## src/rtl/supply_reset_pkg.sv

```systemverilog
// constants, register layout and state encoding shared by the reset sequencer
package supply_reset_pkg;
    localparam int unsigned CLK_MHZ = 250;
    localparam int unsigned ADDR_W = 12;
    localparam int unsigned COUNT_W = 20;

    // printed offsets are register indices; byte address is four times the index
    localparam logic [7:0] IDX_RESET_SOURCE = 8'hEF;
    localparam logic [7:0] IDX_SUPPLY_CONTROL = 8'hFF;
    localparam logic [ADDR_W-1:0] ADDR_RESET_SOURCE = {2'h0, IDX_RESET_SOURCE, 2'h0};
    localparam logic [ADDR_W-1:0] ADDR_SUPPLY_CONTROL = {2'h0, IDX_SUPPLY_CONTROL, 2'h0};

    // supply_monitor_control fields
    localparam int unsigned BIT_MON_ENABLE = 7;
    localparam int unsigned BIT_SUPPLY_STATUS = 6;
    localparam int unsigned BIT_THRESHOLD = 5;
    localparam int unsigned RESERVED_W = 5;
    // reset_source_register fields
    localparam int unsigned BIT_CLOCK_LOSS = 2;
    localparam int unsigned BIT_POWER_ON = 1;
    localparam int unsigned BIT_PIN = 0;

    localparam logic MON_ENABLE_RESET = 1'b1;
    localparam logic THRESHOLD_RESET = 1'b0;
    localparam logic MON_SELECT_RESET = 1'b1;
    localparam logic CLOCK_LOSS_ENABLE_RESET = 1'b0;
    localparam logic POWER_ON_FLAG_RESET = 1'b1;

    localparam int unsigned MCD_TIMEOUT_US = 100;
    localparam int unsigned MCD_TIMEOUT_CYCLES = MCD_TIMEOUT_US * CLK_MHZ;
    localparam int unsigned POR_DELAY_US = 300;
    localparam int unsigned POR_DELAY_CYCLES = POR_DELAY_US * CLK_MHZ;
    localparam logic [1:0] PIN_BLANK_CYCLES = 2'h3;

    typedef enum logic [5:0] {
        ST_RUN = 6'h01,
        ST_POR_WAIT = 6'h02,
        ST_SUPPLY = 6'h04,
        ST_PIN = 6'h08,
        ST_CLOCK = 6'h10,
        ST_FLASH = 6'h20
    } reset_state_t;
endpackage

```

## src/rtl/clock_loss_detector.sv

```systemverilog
// retriggerable one-shot that flags a stalled monitored clock
`timescale 1ns/10ps
`default_nettype none
module clock_loss_detector
    import supply_reset_pkg::*;
#(
    parameter logic [COUNT_W-1:0] TIMEOUT = COUNT_W'(MCD_TIMEOUT_CYCLES)
) (
    input wire logic clk,
    input wire logic resetn,
    input wire logic enable,
    input wire logic monitored_clock,
    output logic timed_out
);
    typedef struct packed {
        logic s1;
        logic s2;
        logic s3;
        logic [COUNT_W-1:0] count;
    } det_state_t;

    det_state_t r;
    det_state_t next_r;
    logic edge_seen;

    // monitored clock must stay below half of CLK or edges are missed
    assign edge_seen = r.s2 ^ r.s3;
    assign timed_out = enable && (r.count == TIMEOUT);

    always_comb begin
        next_r = r;
        next_r.s1 = monitored_clock;
        next_r.s2 = r.s1;
        next_r.s3 = r.s2;
        if (!enable || edge_seen) begin
            next_r.count = '0;
        end else if (r.count != TIMEOUT) begin
            next_r.count = r.count + 1'b1;
        end
    end

    always_ff @(posedge clk) begin
        if (!resetn) begin
            r <= '0;
        end else begin
            r <= next_r;
        end
    end
endmodule
`default_nettype wire

```

## src/rtl/supply_pin_clockloss_reset.sv

```systemverilog
// reset sequencer for supply monitor, external reset pin and clock-loss detector
//
// The implementer's own choice: register access over APB.
`timescale 1ns/10ps
`default_nettype none
module supply_pin_clockloss_reset
    import supply_reset_pkg::*;
#(
    parameter logic [COUNT_W-1:0] MCD_TIMEOUT = COUNT_W'(MCD_TIMEOUT_CYCLES),
    parameter logic [COUNT_W-1:0] POR_DELAY = COUNT_W'(POR_DELAY_CYCLES)
) (
    input wire logic CLK,
    input wire logic RESETN,
    input wire logic PSEL,
    input wire logic PENABLE,
    input wire logic PWRITE,
    input wire logic [ADDR_W-1:0] PADDR,
    input wire logic [31:0] PWDATA,
    output logic [31:0] PRDATA,
    output logic PREADY,
    output logic PSLVERR,
    input wire logic SUPPLY_ABOVE_THRESHOLD,
    input wire logic EXTERNAL_RESET_PIN_N_IN,
    output logic EXTERNAL_RESET_PIN_N_OUT,
    output logic EXTERNAL_RESET_PIN_N_OE_N,
    input wire logic SYSTEM_CLOCK_MONITOR,
    input wire logic FLASH_WRITE_REQ,
    output logic CORE_RESET,
    output logic SUPPLY_MONITOR_ENABLE,
    output logic SUPPLY_THRESHOLD_SELECT,
    output logic FLASH_ERROR_RESET
);
    typedef struct packed {
        reset_state_t state;
        logic [COUNT_W-1:0] count;
        logic [1:0] blank;
        logic supply_s1;
        logic supply_s2;
        logic pin_s1;
        logic pin_s2;
        logic monitor_enable;
        logic threshold_select;
        logic monitor_select;
        logic clock_loss_enable;
        logic power_on_flag;
        logic pin_flag;
        logic clock_loss_flag;
        logic [31:0] rdata;
    } top_state_t;

    top_state_t r;
    top_state_t next_r;
    logic clock_lost;
    logic supply_fault;
    logic pin_asserted;
    logic drive_pin;
    logic setup_phase;
    logic access_phase;
    logic in_clock_reset;

    function automatic logic reg_hit(input logic [ADDR_W-1:0] a);
        reg_hit = (a == ADDR_RESET_SOURCE) || (a == ADDR_SUPPLY_CONTROL);
    endfunction

    function automatic logic [31:0] read_word(input logic [ADDR_W-1:0] a,
                                              input top_state_t s);
        logic [31:0] w;
        w = 32'h0000_0000;
        if (a == ADDR_SUPPLY_CONTROL) begin
            w[BIT_MON_ENABLE] = s.monitor_enable;
            w[BIT_SUPPLY_STATUS] = s.supply_s2;
            w[BIT_THRESHOLD] = s.threshold_select;
        end else if (a == ADDR_RESET_SOURCE) begin
            w[BIT_CLOCK_LOSS] = s.clock_loss_flag;
            w[BIT_POWER_ON] = s.power_on_flag;
            w[BIT_PIN] = s.pin_flag;
        end
        read_word = w;
    endfunction

    clock_loss_detector #(
        .TIMEOUT(MCD_TIMEOUT)
    ) u_clock_loss (
        .clk(CLK),
        .resetn(RESETN),
        .enable(r.clock_loss_enable),
        .monitored_clock(SYSTEM_CLOCK_MONITOR),
        .timed_out(clock_lost)
    );

    assign setup_phase = PSEL && !PENABLE;
    assign access_phase = PSEL && PENABLE;
    assign supply_fault = r.monitor_enable && r.monitor_select && !r.supply_s2;
    // our own drive echoes back through the synchroniser, so the pin is blanked briefly
    assign pin_asserted = !r.pin_s2 && (r.blank == 2'h0);
    assign drive_pin = (r.state == ST_SUPPLY) || (r.state == ST_POR_WAIT);
    assign in_clock_reset = (r.state == ST_CLOCK);

    always_comb begin
        next_r = r;
        next_r.supply_s1 = SUPPLY_ABOVE_THRESHOLD;
        next_r.supply_s2 = r.supply_s1;
        next_r.pin_s1 = EXTERNAL_RESET_PIN_N_IN;
        next_r.pin_s2 = r.pin_s1;

        if (drive_pin) begin
            next_r.blank = PIN_BLANK_CYCLES;
        end else if (r.blank != 2'h0) begin
            next_r.blank = r.blank - 1'b1;
        end

        case (r.state)
            ST_RUN: begin
                if (pin_asserted) begin
                    next_r.state = ST_PIN;
                    next_r.power_on_flag = 1'b0;
                end else if (clock_lost) begin
                    next_r.state = ST_CLOCK;
                    next_r.power_on_flag = 1'b0;
                end else if (FLASH_WRITE_REQ && !r.monitor_enable) begin
                    next_r.state = ST_FLASH;
                    next_r.power_on_flag = 1'b0;
                end
            end
            ST_POR_WAIT: begin
                // the release delay only starts once the supply is good
                if (!r.supply_s2) begin
                    next_r.count = '0;
                end else if (r.count == POR_DELAY - 1'b1) begin
                    next_r.state = ST_RUN;
                    next_r.count = '0;
                end else begin
                    next_r.count = r.count + 1'b1;
                end
            end
            ST_SUPPLY: begin
                if (!supply_fault) begin
                    next_r.state = ST_RUN;
                    next_r.pin_flag = 1'b0;
                    next_r.clock_loss_flag = 1'b0;
                end
            end
            ST_PIN: begin
                if (r.pin_s2) begin
                    next_r.state = ST_RUN;
                    next_r.pin_flag = 1'b1;
                    next_r.clock_loss_flag = 1'b0;
                end
            end
            ST_CLOCK: begin
                if (!clock_lost) begin
                    next_r.state = ST_RUN;
                    next_r.pin_flag = 1'b0;
                    next_r.clock_loss_flag = 1'b1;
                end
            end
            ST_FLASH: begin
                next_r.state = ST_RUN;
                next_r.pin_flag = 1'b0;
                next_r.clock_loss_flag = 1'b0;
            end
            default: begin
                next_r.state = ST_POR_WAIT;
                next_r.count = '0;
            end
        endcase

        // a supply fault overrides a running pin, clock-loss or flash reset, but not the power-on wait
        if (supply_fault && (r.state != ST_POR_WAIT) && (r.state != ST_SUPPLY)) begin
            next_r.state = ST_SUPPLY;
            next_r.power_on_flag = 1'b0;
        end

        if (setup_phase && !PWRITE) begin
            next_r.rdata = read_word(PADDR, r);
        end

        if (access_phase && PWRITE) begin
            if (PADDR == ADDR_SUPPLY_CONTROL) begin
                // status and low reserved bits are not writable
                next_r.monitor_enable = PWDATA[BIT_MON_ENABLE];
                next_r.threshold_select = PWDATA[BIT_THRESHOLD];
            end else if (PADDR == ADDR_RESET_SOURCE) begin
                next_r.monitor_select = PWDATA[BIT_POWER_ON];
                next_r.clock_loss_enable = PWDATA[BIT_CLOCK_LOSS];
            end
        end
    end

    always_ff @(posedge CLK) begin
        if (!RESETN) begin
            r.state <= ST_POR_WAIT;
            r.count <= '0;
            r.blank <= PIN_BLANK_CYCLES;
            r.supply_s1 <= 1'b0;
            r.supply_s2 <= 1'b0;
            r.pin_s1 <= 1'b1;
            r.pin_s2 <= 1'b1;
            r.monitor_enable <= MON_ENABLE_RESET;
            r.threshold_select <= THRESHOLD_RESET;
            r.monitor_select <= MON_SELECT_RESET;
            r.clock_loss_enable <= CLOCK_LOSS_ENABLE_RESET;
            r.power_on_flag <= POWER_ON_FLAG_RESET;
            r.pin_flag <= 1'b0;
            r.clock_loss_flag <= 1'b0;
            r.rdata <= 32'h0000_0000;
        end else begin
            r <= next_r;
        end
    end

    assign PRDATA = r.rdata;
    assign PREADY = 1'b1;
    assign PSLVERR = access_phase && !reg_hit(PADDR);
    assign CORE_RESET = (r.state != ST_RUN);
    assign EXTERNAL_RESET_PIN_N_OUT = 1'b0;
    assign EXTERNAL_RESET_PIN_N_OE_N = !drive_pin;
    assign SUPPLY_MONITOR_ENABLE = r.monitor_enable;
    assign SUPPLY_THRESHOLD_SELECT = r.threshold_select;
    assign FLASH_ERROR_RESET = (r.state == ST_FLASH);
endmodule
`default_nettype wire

```

## config.mk

```make
export PLATFORM = sky130hd
export DESIGN_NAME = supply_pin_clockloss_reset
export DESIGN_NICKNAME = d
export VERILOG_FILES = /design/src/rtl/supply_reset_pkg.sv /design/src/rtl/clock_loss_detector.sv /design/src/rtl/supply_pin_clockloss_reset.sv
export SDC_FILE = /design/constraint.sdc
export NUM_CORES = 1
export LEC_CHECK = 0
export ABC_AREA = 1
export BUFFER_PORTS_ARGS = -buffer_cell sky130_fd_sc_hd__buf_2
export CAP_MARGIN = 20
export CORE_UTILIZATION = 40
export DETAILED_ROUTE_END_ITERATION = 16
export SYNTH_ARGS = -nofsm -noshare
export SYNTH_HDL_FRONTEND = slang
export SYNTH_SLANG_ARGS = --single-unit
```

## constraint.sdc

```tcl
create_clock -name CLK -period 1.7 [get_ports CLK]
set_clock_uncertainty 0.2 [all_clocks]
set_input_delay 0.085 -clock CLK [delete_from_list [all_inputs] [get_ports CLK]]
set_output_delay 0.085 -clock CLK [all_outputs]
set_load 0.01 [all_outputs]
```

## Word level (Yosys, flattened, before mapping)

Index checks and enable logic that the tools add are counted.

- Bits in registers: 68
- Logic and storage cells: 115

- Add/subtract/negate cells: 3
- Bitwise operators: 3
- Reductions and logical operators: 38
- Mux-type cells: 25
- Eq/ne operators: 26

Operators by type and width:

| operator | number |
|---|---|
| 2-to-1 mux 6 bit | 8 |
| adder 20 x 1 -> 20 bit, second input constant | 2 |
| 2-to-1 mux 20 bit | 2 |
| one-hot mux 20 bit (2 select lines) | 1 |
| one-hot mux 6 bit (6 select lines) | 1 |
| == test 12 x 10 -> 1 bit, second input constant | 2 |
| == test 20 x 15 -> 1 bit, second input constant | 1 |
| == test 20 x 17 -> 1 bit, second input constant | 1 |
| inequality test 20 x 15 -> 1 bit, second input constant | 1 |
| logical AND 1 bit | 12 |
| 2-to-1 mux 3 bit | 4 |
| AND reduction 6 bit | 2 |
| inequality test 3 x 2 -> 1 bit, second input constant | 3 |
| logical NOT 1 bit | 8 |
| inequality test 2 bit, second input constant | 4 |
| one-hot mux 2 bit (4 select lines) | 1 |
| nonzero test 4 bit | 2 |
| == test 6 x 1 -> 1 bit, second input constant | 1 |
| == test 6 x 2 -> 1 bit, second input constant | 1 |
| == test 6 x 3 -> 1 bit, second input constant | 1 |
| == test 6 x 4 -> 1 bit, second input constant | 1 |
| == test 6 x 5 -> 1 bit, second input constant | 1 |
| == test 6 bit, second input constant | 1 |
| 2-to-1 mux 2 bit | 3 |
| other kinds (20) | 31 |

## Depth between registers and ports, before layout

Gate-level depths: netlist (run 1).

- Depth in word-level cells: 7
- Depth in mapped cells: 12
- Gate-level depth less buffers: 12

## Hierarchy

Synthesis (run 1) repeated with hierarchy kept, for this count alone.

- Cells, all modules: 611
- Area, all modules: 4041.4 µm²

By module, submodules not included:

| module | cells each | area an instance (µm²) | sequential area each (µm²) | instances |
|---|---|---|---|---|
| supply_pin_clockloss_reset | 433 | 2825.2 | 900.9 | 1 |
| clock_loss_detector | 178 | 1216.2 | 460.4 | 1 |

## Least setup slack after synthesis (run 1)

No wires, ideal clock.

- Path kind: register to register
- Start point: register r[45] (netlist name)
- End point: register r[59] (netlist name)
- Clock period less this slack: 1699 ps
- Slack: 1 ps
- Buffers on the path: 0
- Arrival: 1429 ps
- Cell stages (with the launch flop): 9
- Setup time: 70 ps
- Path through: dfxtp_1 -> ha_1 -> nand3_1 -> nor2_1 -> nand3_1 -> xor2_1 -> nor2_1 -> nand2_1 -> a21oi_1

- Word-level cells in the longest chain between the ends: 4

RTL lines:

| element | line | source |
|---|---|---|
| start: declaration | supply_pin_clockloss_reset.sv:51 | `top_state_t r;` |
| start signal: assignment | supply_pin_clockloss_reset.sv:208 | `r <= next_r;` |
| adder 20 x 1 -> 20 bit / == test 20 x 17 -> 1 bit (equally long branches) | supply_pin_clockloss_reset.sv:133, supply_pin_clockloss_reset.sv:129 |  |
| 2-to-1 mux 20 bit (*) | supply_pin_clockloss_reset.sv:129 | `end else if (r.count == POR_DELAY - 1'b1) begin` |
| 2-to-1 mux 20 bit (*) | supply_pin_clockloss_reset.sv:127 | `if (!r.supply_s2) begin` |
| one-hot mux 20 bit (2 select lines) (*) | supply_pin_clockloss_reset.sv:112 | `case (r.state)` |

Every way passes the cells marked *; elsewhere a longest branch is shown, timed or not.
A chain may end at the register's enable or synchronous reset.

## Worst setup path in the final report (run 1)

- Start point: register r[66] (netlist name)
- End point: register r[55] (netlist name)

- Word-level cells in the longest chain between the ends: 3

RTL lines:

| element | line |
|---|---|
| == test 6 bit (tied with other cells) | supply_pin_clockloss_reset.sv:112 |
| OR reduction 5 bit (no source line) | n/a |
| one-hot mux 20 bit (2 select lines) | supply_pin_clockloss_reset.sv:112 |

Several ways; a longest one is shown, not always the timed one.

==> results of run 1 <==
critical path, delay by kind of cell (launching register included):
kind	cells	cell delay, ps
buffers and inverters	2	90
DFF	1	380
and+or+nand+nor	10	990
registers in the layout, summed over array words and instances (netlist names):
register                 count
PRDATA                       6
u_clock_loss.r              21
SUPPLY_THRESHOLD_SELECT      1
r                           35
SUPPLY_MONITOR_ENABLE        1
u_clock_loss.next_r          2
next_r                       2
where the power goes:
group	internal, mW	total, mW	leakage [nW]	switching (mW)
Clock	0.721	1.38	0.0918	0.662
Combinational	1.04	2.39	1.87	1.35
Sequential	1.69	1.78	0.564	0.0880
Total	3.45	5.55	2.53	2.10
through the flow:
step | utilization, % | setup slack (ps) | total power, mW | area [um^2] | TNS (ps)
after floorplan | - | 0.766 | 2.75 | 4070 | 0
after global placement | 47.0 | -65.7 | 3.20 | 4550 | -684
after global routing | 59.1 | -148 | 5.84 | 5720 | -2410
after detailed placement | 47.0 | -108 | 3.22 | 4550 | -1050
final | 59.1 | -46.1 | 5.55 | 5720 | -292
after CTS | 54.6 | -38.6 | 5.16 | 5290 | -82.3
cells in the mapped netlist, drive strengths merged, types with 7 or more instances:
master / count / area [um^2]
nand4: 23 / 165
buf: 39 / 295
nand3: 48 / 260
nor2: 89 / 364
inv: 79 / 297
nor3: 23 / 145
dfxtp: 68 / 1360
xor2: 7 / 61.3
o21ai: 17 / 85.1
nand2: 130 / 518
a21oi: 37 / 189
layout make-up:
| class | count | area share, % |
|---|---|---|
| multi-input combinational | 430 | 46.0 |
| sequential | 68 | 24.6 |
| timing repair buffer | 129 | 17.5 |
| inverter | 79 | 5.44 |
| tap | 133 | 2.91 |
| clock buffer | 11 | 2.47 |
| clock inverter | 5 | 1.07 |
worst max path at each step:
stage | from | endpoint | slack (ps) | depth (start not counted)
global placement | u_clock_loss.r[0] | r[69] | -70 | 9
detailed placement | u_clock_loss.r[0] | r[69] | -110 | 9
finish | r[66] | r[55] | -50 | 12
global route | r[46] | r[69] | -150 | 9
floorplan | r[45] | r[59] | 0.8 | 8
CTS | u_clock_loss.r[4] | u_clock_loss.r[19] | -40 | 6
cells by family after synthesis:
logic type / count (synthesis)
compound gates: 63
xor+xnor: 8
fa+ha+maj: 4
buf+inv: 122
flops: 68
other cells: 2
simple gates: 326
layer usage:
| layer | global-route usage (%) | routed length [um] | vias up |
|---|---|---|---|
| met5 | 0 | 0 | - |
| met4 | 8.25 | 272 | 0 |
| met3 | 4.62 | 407 | 26 |
| met2 | 36.2 | 5420 | 81 |
| met1 | 25.9 | 4820 | 1922 |
| li1 | - | - | 2098 |
repair_timing:
item | 4_1_cts | 5_1_grt
hold endpoints to repair | 19 | 0
hold buffers | 15 | 0
cloned | 1 | 0
buffers inserted | 19 | 4
endpoints found under the setup margin | 29 | 45
pin swaps | 22 | 53
gates resized for setup | 58 | 129
==> out/qor.txt, run 1 <==
Worst Hold Class - in2reg
Die width - 102 um
First-pass iteration count of the detailed router - 4
Critical Path RT - 1780 ps
Hold path startpoint - PSEL
Hold Fails Final Rpt - 0
Top_reg_cell synth - dfxtp_1
Initial DRC count - 141
Final Cycle Share - 103%
Hold depth - 6
Data arrival, critical path - 1820 ps
Routability cong. - 0.909
Largest family of logic cells by synthesized area - simple AND/OR/NAND/NOR gates
Clk_lat worst skew - 350 ps
Register area - 1410 um^2
P_leak - 2.53 nW
Max-slew violation count - 0
Multi-input logic area - 2630 um^2
Clk slew on worst S/H paths - 80 ps
Die Area - 10,300 um^2
Complex-gate fraction of the synthesized area - 8.65%
Mean post-synth cell area - 6.71 um^2
P per Cell Area - 970 nW/um^2
Sequential area share after synthesis - 34.2%
GR Overflow Total - 0
Layout cells sized above 1 - 39.5%
Netlist cell types - 40
RSZ-0062 raised after global routing - true
CTS tree - done
Worst Setup End Kind - flop
Post-route ant nets - 0
Total track usage - 21.2%
Number of global-route vias before repair - 3,810
Total clock sinks - 68
Crit start category - flop
Core area - 9680 um^2
Most used cell, CP - nor2_4
Fin Hold WS - 52.1 ps
Post-synth EDFFs - 0
Commonest cells after routing, fill and taps aside - nand2_1 (100), buf_4 (64), nor2_1 (62)
Post-Synth XOR/XNOR Area - 1.76%
End of the worst hold path - PRDATA[7]
Flops & latches, synth - 68
Min Tclk post-route - 1750 ps
Max-Cap Viols - 0
Via/cell ratio - 4.83
Worst vdd ir - 0.751 mV
DR vias - 4,127
Most common cell after layout, fill and taps aside - nand2_1
DP HPWL - 7.09 mm
Initial antenna violation count - 0
Critical Path, Cell by Cell - inv_4 > nand2_4 > nor2_4 > nand2_2 > nand2_4 > nor2_4 > nand2_8 > nor2_4 > nand2_1 > nand2_1 > inv_1 > nor2_1
Ys async rst share - 0%
Global-route wire length before repair - 17.2 mm
R2R setup slack - -50 ps
Die H - 102 um
Nets - 774
DRC - 0
Failing checks - negative setup slack
Post-synthesis mux area share - 0%
Setup ws final - -46.1 ps
Maximum clock rate - 0.573 GHz
Post-synthesis cell area - 3980 um^2
Post-Synthesis Cells - 593
CTS Buf Count - 9
Worst-path maximum fanout - 8
Layout fillers - 866
Post-Synth Adder-Cell Area - 1.26%
Yosys warnings - 0
Diode count - 0
Status - finished, violations left
Simple-gate share of the synthesized area - 38.6%
Wire per inst - 12.8 um
Post-Place Cells - 804
Critical setup path kind - reg2reg
R2R depth - 12
Worst r2r dst - r[55]
DRT Wirelength - 10.9 mm
CP max stage cell - dfxtp_2
Final setup vio count - 16
Worst flop-to-flop path startpoint - r[66]
I/O Pins - 93
Clock buffer depth - 2
H-Tree Level Count - 3
Largest net degree at the start of global routing - 24
Initial Utilization - 41.1%
Non-Filler Instances - 855
Largest stage delay on the critical path - 380 ps
Synth-to-layout area growth - 43.9%
FP Rows - 36
Root Buffer - clkbuf_8
IO Port Bufs - 36
Power figures use the tool's default switching activity.
==> inputs of run 2 (changes only) <==
CTS_BUF_LIST = sky130_fd_sc_hd__clkbuf_16   (was not set)
==> out/qor.txt, run 2 (synthesis results as in run 1) <==
Clk_lat worst skew - 330 ps (was 350 ps)
Largest net degree at the start of global routing - 24 (unchanged)
DP Area - 4550 um^2 (unchanged)
Failing checks - negative setup slack (unchanged)
R2R setup slack - -140 ps (was -50 ps)
Setup crit end - r[49] (was r[55])
Max reg flops - 35 (unchanged)
Cell family with most CP delay - simple AND/OR/NAND/NOR gates (unchanged)
Most common cell after layout, fill and taps aside - nand2_1 (unchanged)
Core area - 9680 um^2 (unchanged)
Clk slew on worst S/H paths - 60 ps (was 80 ps)
Total clock sinks - 68 (unchanged)
Largest stage delay on the critical path - 370 ps (was 380 ps)
Layout fillers - 850 (was 866)
Wire per inst - 12.7 um (was 12.8 um)
Die Area - 10,300 um^2 (unchanged)
Initial Utilization - 41.1% (unchanged)
P_leak - 2.56 nW (was 2.53 nW)
RSZ-0062 raised after global routing - true (unchanged)
Nets - 781 (was 774)
Critical setup path kind - reg2reg (unchanged)
GR Overflow Total - 0 (unchanged)
Via/cell ratio - 4.87 (was 4.83)
Initial DRC count - 196 (was 141)
I/O Pins - 93 (unchanged)
DR vias - 4,202 (was 4,127)
Die H - 102 um (unchanged)
Layout cells sized above 1 - 38.7% (was 39.5%)
H-Tree Level Count - 3 (unchanged)
Power, Total - 5.80 mW (was 5.55 mW)
Worst Hold Class - in2reg (unchanged)
P per Cell Area - 1000 nW/um^2 (was 970 nW/um^2)
Most used cell, CP - nand2_4 (was nor2_4)
CP max stage cell - dfxtp_4 (was dfxtp_2)
IO Port Bufs - 36 (unchanged)
Setup ws final - -136 ps (was -46.1 ps)
Data arrival, critical path - 1850 ps (was 1820 ps)
CTS tree - done (unchanged)
Largest Register - r (unchanged)
Maximum clock rate - 0.545 GHz (was 0.573 GHz)
FP Rows - 36 (unchanged)
R2R depth - 10 (was 12)
DP HPWL - 7.09 mm (unchanged)
Critical Path, Cell by Cell - inv_4 > nand2_4 > nor2_4 > nand2_2 > buf_6 > nand2_4 > nor3_4 > nand2_2 > nand2_4 > nor2_1 (was inv_4 > nand2_4 > nor2_4 > nand2_2 > nand2_4 > nor2_4 > nand2_8 > nor2_4 > nand2_1 > nand2_1 > inv_1 > nor2_1)
Max-Cap Viols - 0 (unchanged)
Register area - 1400 um^2 (was 1410 um^2)
Diode count - 0 (unchanged)
Design Area, Final - 5780 um^2 (was 5720 um^2)
Critical Path RT - 1720 ps (was 1780 ps)
Synth-to-layout area growth - 45.2% (was 43.9%)
Multi-input logic area - 2560 um^2 (was 2630 um^2)
Min Tclk post-route - 1840 ps (was 1750 ps)
Crit start category - flop (unchanged)
Worst flop-to-flop path startpoint - r[65] (was r[66])
Worst-path maximum fanout - 5 (was 8)
DRT Wirelength - 11.0 mm (was 10.9 mm)
Final setup vio count - 25 (was 16)
Routability cong. - 0.909 (unchanged)
Max-slew violation count - 0 (unchanged)
Post-route ant nets - 0 (unchanged)
Worst vdd ir - 0.691 mV (was 0.751 mV)
Status - finished, violations left (unchanged)
Critical Path Start - r[65] (was r[66])
Total track usage - 20.9% (was 21.2%)
Commonest cells after routing, fill and taps aside - nand2_1 (105), buf_4 (69), nor2_1 (66) (was nand2_1 (100), buf_4 (64), nor2_1 (62))
Worst r2r dst - r[49] (was r[55])
Die width - 102 um (unchanged)
Crit path depth - 10 (was 12)
Number of global-route vias before repair - 3,774 (was 3,810)
CTS Buf Count - 9 (unchanged)
Hold Fails Final Rpt - 0 (unchanged)
Final Cycle Share - 108% (was 103%)
DRC - 0 (unchanged)
First-pass iteration count of the detailed router - 7 (was 4)
Worst Setup End Kind - flop (unchanged)
Initial antenna violation count - 0 (unchanged)
Critical path buffers and inverters - 2 (unchanged)
Global-route wire length before repair - 16.9 mm (was 17.2 mm)
Root Buffer - clkbuf_16 (was clkbuf_8)
Clock buffer depth - 2 (unchanged)
-- run 2: cell count changes in the layout (fill, tap and decap cells not counted), moves of 5 or more --
cell | before | now
a21oi_1 | 26 | 31
a21oi_2 | 10 | 5
nand3_2 | 6 | 12
buf_4 | 64 | 69
clkbuf_8 | 10 | 0
nand2_1 | 100 | 105
clkbuf_16 | 0 | 9
buf_6 | 13 | 18
-- run 2: report_power, final --
group          total, mW  internal (mW)  leakage (nW)  switching (mW)
Sequential          1.78           1.70         0.563          0.0843
Clock               1.85           1.13         0.136           0.721
Combinational       2.17          0.944          1.86            1.23
-- run 2: tightest hold or removal path: stages --
cell	delay, ps
buf_2	110
inv_1	50
nor3_1	40
buf_4	140
nand3_1	70
a21oi_1	50
-- run 2: metrics by stage --
stage / TNS (ps) / setup slack (ps) / hold slack (ps) / utilization (%) / cells
5_1_grt: -3810 / -187 / 100 / 59.6 / 862
2_1_floorplan: 0 / 0.766 / -17.4 / - / 619
4_1_cts: -138 / -28.3 / 50.9 / 54.8 / 846
3_3_place_gp: -684 / -65.7 / 68.0 / 47.0 / 804
3_5_place_dp: -1050 / -108 / 71.9 / 47.0 / 804
6_report: -1640 / -136 / 73.8 / 59.6 / 862
-- run 2: layout make-up --
| cell class | count | area share [%] |
|---|---|---|
| multi-input combinational | 430 | 44.3 |
| tap | 133 | 2.88 |
| timing repair buffer | 136 | 18.2 |
| clock inverter | 7 | 1.19 |
| clock buffer | 9 | 3.90 |
| inverter | 79 | 5.31 |
| sequential | 68 | 24.3 |
-- run 2: worst min-delay path by stage --
stage                            from         end  slack (ps)  cells past startpoint
3_5_place_dp   SUPPLY_ABOVE_THRESHOLD  next_r[41]          70                      3
2_1_floorplan  SUPPLY_ABOVE_THRESHOLD  next_r[41]         -20                      2
4_1_cts                          PSEL   PRDATA[7]          50                      6
5_1_grt                          PSEL   PRDATA[7]         100                      6
6_report                         PSEL   PRDATA[7]          70                      6
3_3_place_gp   SUPPLY_ABOVE_THRESHOLD  next_r[41]          70                      3
-- run 2: per-layer routing --
metal / vias to the layer above / part of all wire (%) / track usage (%)
met3: 9 / 3.9 / 5.18
met5: - / 0 / 0
met2: 93 / 51 / 36.4
met1: 1983 / 44 / 25.4
li1: 2117 / - / -
met4: 0 / 0.98 / 6.13
-- run 2: what timing repair did --
action,in CTS,in global routing
setup endpoints to repair,26,45
hold endpoints to repair,15,0
pin swaps,21,43
cloned,0,2
hold buffers,14,0
resized for setup,59,108
buffers inserted,12,15
==> inputs of run 3 (changes only) <==
MAX_ROUTING_LAYER = met4   (was not set)
==> out/qor.txt, run 3 (synthesis results as in run 1) <==
P_leak - 2.56 nW (about the same)
Number of global-route vias before repair - 3,790 (was 3,774)
Non-Filler Instances - 861 (was 862)
Clock share of power - 31.3% (was 31.8%)
Total track usage - 21.5% (was 20.9%)
Nets - 780 (was 781)
Power, Total - 5.91 mW (was 5.80 mW)
R2R depth - 8 (was 10)
Post-route ant nets - 0 (unchanged)
Core area - 9680 um^2 (unchanged)
Internal power - 3.78 mW (was 3.77 mW)
Final setup vio count - 25 (unchanged)
Final Cycle Share - 107% (was 108%)
Synth-to-layout area growth - 47.2% (was 45.2%)
Initial Utilization - 41.1% (unchanged)
Clk slew on worst S/H paths - 60 ps (about the same)
FP Rows - 36 (unchanged)
Worst flop-to-flop path startpoint - r[65] (unchanged)
Largest net degree at the start of global routing - 24 (unchanged)
Die Area - 10,300 um^2 (unchanged)
DP HPWL - 7.09 mm (unchanged)
Data arrival, critical path - 1840 ps (was 1850 ps)
Initial antenna violation count - 0 (unchanged)
Root Buffer - clkbuf_16 (unchanged)
Maximum clock rate - 0.551 GHz (was 0.545 GHz)
Clock buffer depth - 2 (unchanged)
Sequential Power Share - 30.2% (was 30.7%)
Max-slew violation count - 0 (unchanged)
Setup crit end - r[49] (unchanged)
Worst r2r dst - r[49] (unchanged)
Failing checks - negative setup slack (unchanged)
Largest Register - r (unchanged)
Setup ws final - -116 ps (was -136 ps)
Worst-path maximum fanout - 5 (unchanged)
Status - finished, violations left (unchanged)
H-Tree Level Count - 3 (unchanged)
CP max stage cell - dfxtp_4 (unchanged)
Largest stage delay on the critical path - 360 ps (was 370 ps)
First-pass iteration count of the detailed router - 7 (unchanged)
Max-Cap Viols - 0 (unchanged)
Commonest cells after routing, fill and taps aside - nand2_1 (102), buf_4 (68), nor2_1 (64) (was nand2_1 (105), buf_4 (69), nor2_1 (66))
Critical Path RT - 1720 ps (about the same)
Logic pwr share - 38.5% (was 37.5%)
DP Area - 4550 um^2 (unchanged)
Setup TNS - -1740 ps (was -1640 ps)
Worst vdd ir - 0.621 mV (was 0.691 mV)
P per Cell Area - 1010 nW/um^2 (was 1000 nW/um^2)
NetSw - 2.13 mW (was 2.04 mW)
Global-route wire length before repair - 16.9 mm (about the same)
Min Tclk post-route - 1820 ps (was 1840 ps)
DR vias - 4,179 (was 4,202)
Fin Hold WS - 70.5 ps (was 73.8 ps)
DRC - 0 (unchanged)
Via/cell ratio - 4.85 (was 4.87)
Wire per inst - 13.1 um (was 12.7 um)
Initial DRC count - 169 (was 196)
Setup WS pre-CTS - -108 ps (unchanged)
Switching share of power - 36.0% (was 35.1%)
IO Port Bufs - 36 (unchanged)
Hold Fails Final Rpt - 0 (unchanged)
Fin util - 60.4% (was 59.6%)
DRT Wirelength - 11.3 mm (was 11.0 mm)
Critical setup path kind - reg2reg (unchanged)
CTS tree - done (unchanged)
Critical Path, Cell by Cell - buf_4 > buf_4 > nand4_4 > inv_2 > nor3_4 > nand2_2 > nand2_4 > nor2_1 (was inv_4 > nand2_4 > nor2_4 > nand2_2 > buf_6 > nand2_4 > nor3_4 > nand2_2 > nand2_4 > nor2_1)
Crit start category - flop (unchanged)
Clk_lat worst skew - 330 ps (about the same)
Layout cells sized above 1 - 40.4% (was 38.7%)
Die H - 102 um (unchanged)
Most used cell, CP - buf_4 (was nand2_4)
Total clock sinks - 68 (unchanged)
Worst Hold Class - in2reg (unchanged)
Critical Path Start - r[65] (unchanged)
Die width - 102 um (unchanged)
Design Area, Final - 5850 um^2 (was 5780 um^2)
Routability cong. - 0.925 (was 0.909)
RSZ-0062 raised after global routing - true (unchanged)
Most common cell after layout, fill and taps aside - nand2_1 (unchanged)
CTS Buf Count - 9 (unchanged)
Worst Setup End Kind - flop (unchanged)
Max reg flops - 35 (unchanged)
I/O Pins - 93 (unchanged)
Layout fillers - 844 (was 850)
Diode count - 0 (unchanged)
GR Overflow Total - 0 (unchanged)
R2R setup slack - -120 ps (was -140 ps)
Post-Place Cells - 804 (unchanged)
run 3: per-layer routing:
metal  wire length, um  vias up  track usage, %
met3               428       10            4.35
li1                  -     2115               -
met5                 0        -               -
met4                92        0            6.91
met2              5820       78            36.3
met1              4950     1976            25.3
run 3: worst min path at each step:
stage	from	to	cells after the start
CTS	PSEL	PRDATA[7]	6
global route	PSEL	PRDATA[7]	6
detailed placement	SUPPLY_ABOVE_THRESHOLD	next_r[41]	3
floorplan	SUPPLY_ABOVE_THRESHOLD	next_r[41]	2
global placement	SUPPLY_ABOVE_THRESHOLD	next_r[41]	3
finish	PSEL	PRDATA[7]	6
run 3: cell type report:
cell class	instances	area [um^2]	share of cell area, %
Clock buffer	9	225	3.85
Clock inverter	7	68.8	1.18
Inverter	79	307	5.24
Multi-Input combinational cell	430	2630	45.0
Sequential cell	68	1400	23.9
Tap cell	133	166	2.84
Timing Repair Buffer	135	1050	18.0
run 3: critical path, delay by kind of cell (launching register included):
| kind | cells | cell delay (ps) |
|---|---|---|
| buffers and inverters | 3 | 350 |
| DFF | 1 | 360 |
| and+or+nand+nor | 5 | 800 |
run 3: power by group through the flow:
stage,combinational (mW),sequential [mW],clock [mW]
final,2.28,1.78,1.85
after floorplan,0.969,1.79,0
after detailed placement,1.43,1.80,0
after global placement,1.41,1.79,0
after global routing,2.44,1.79,1.94
after CTS,1.85,1.77,1.89
run 3: timing repair:
item,4_1_cts,5_1_grt
hold buffers,14,0
gates cloned,0,2
pin swaps,21,43
resized for setup,59,128
endpoints found under the hold margin,15,0
buffers inserted,12,14
setup endpoints to repair,26,45
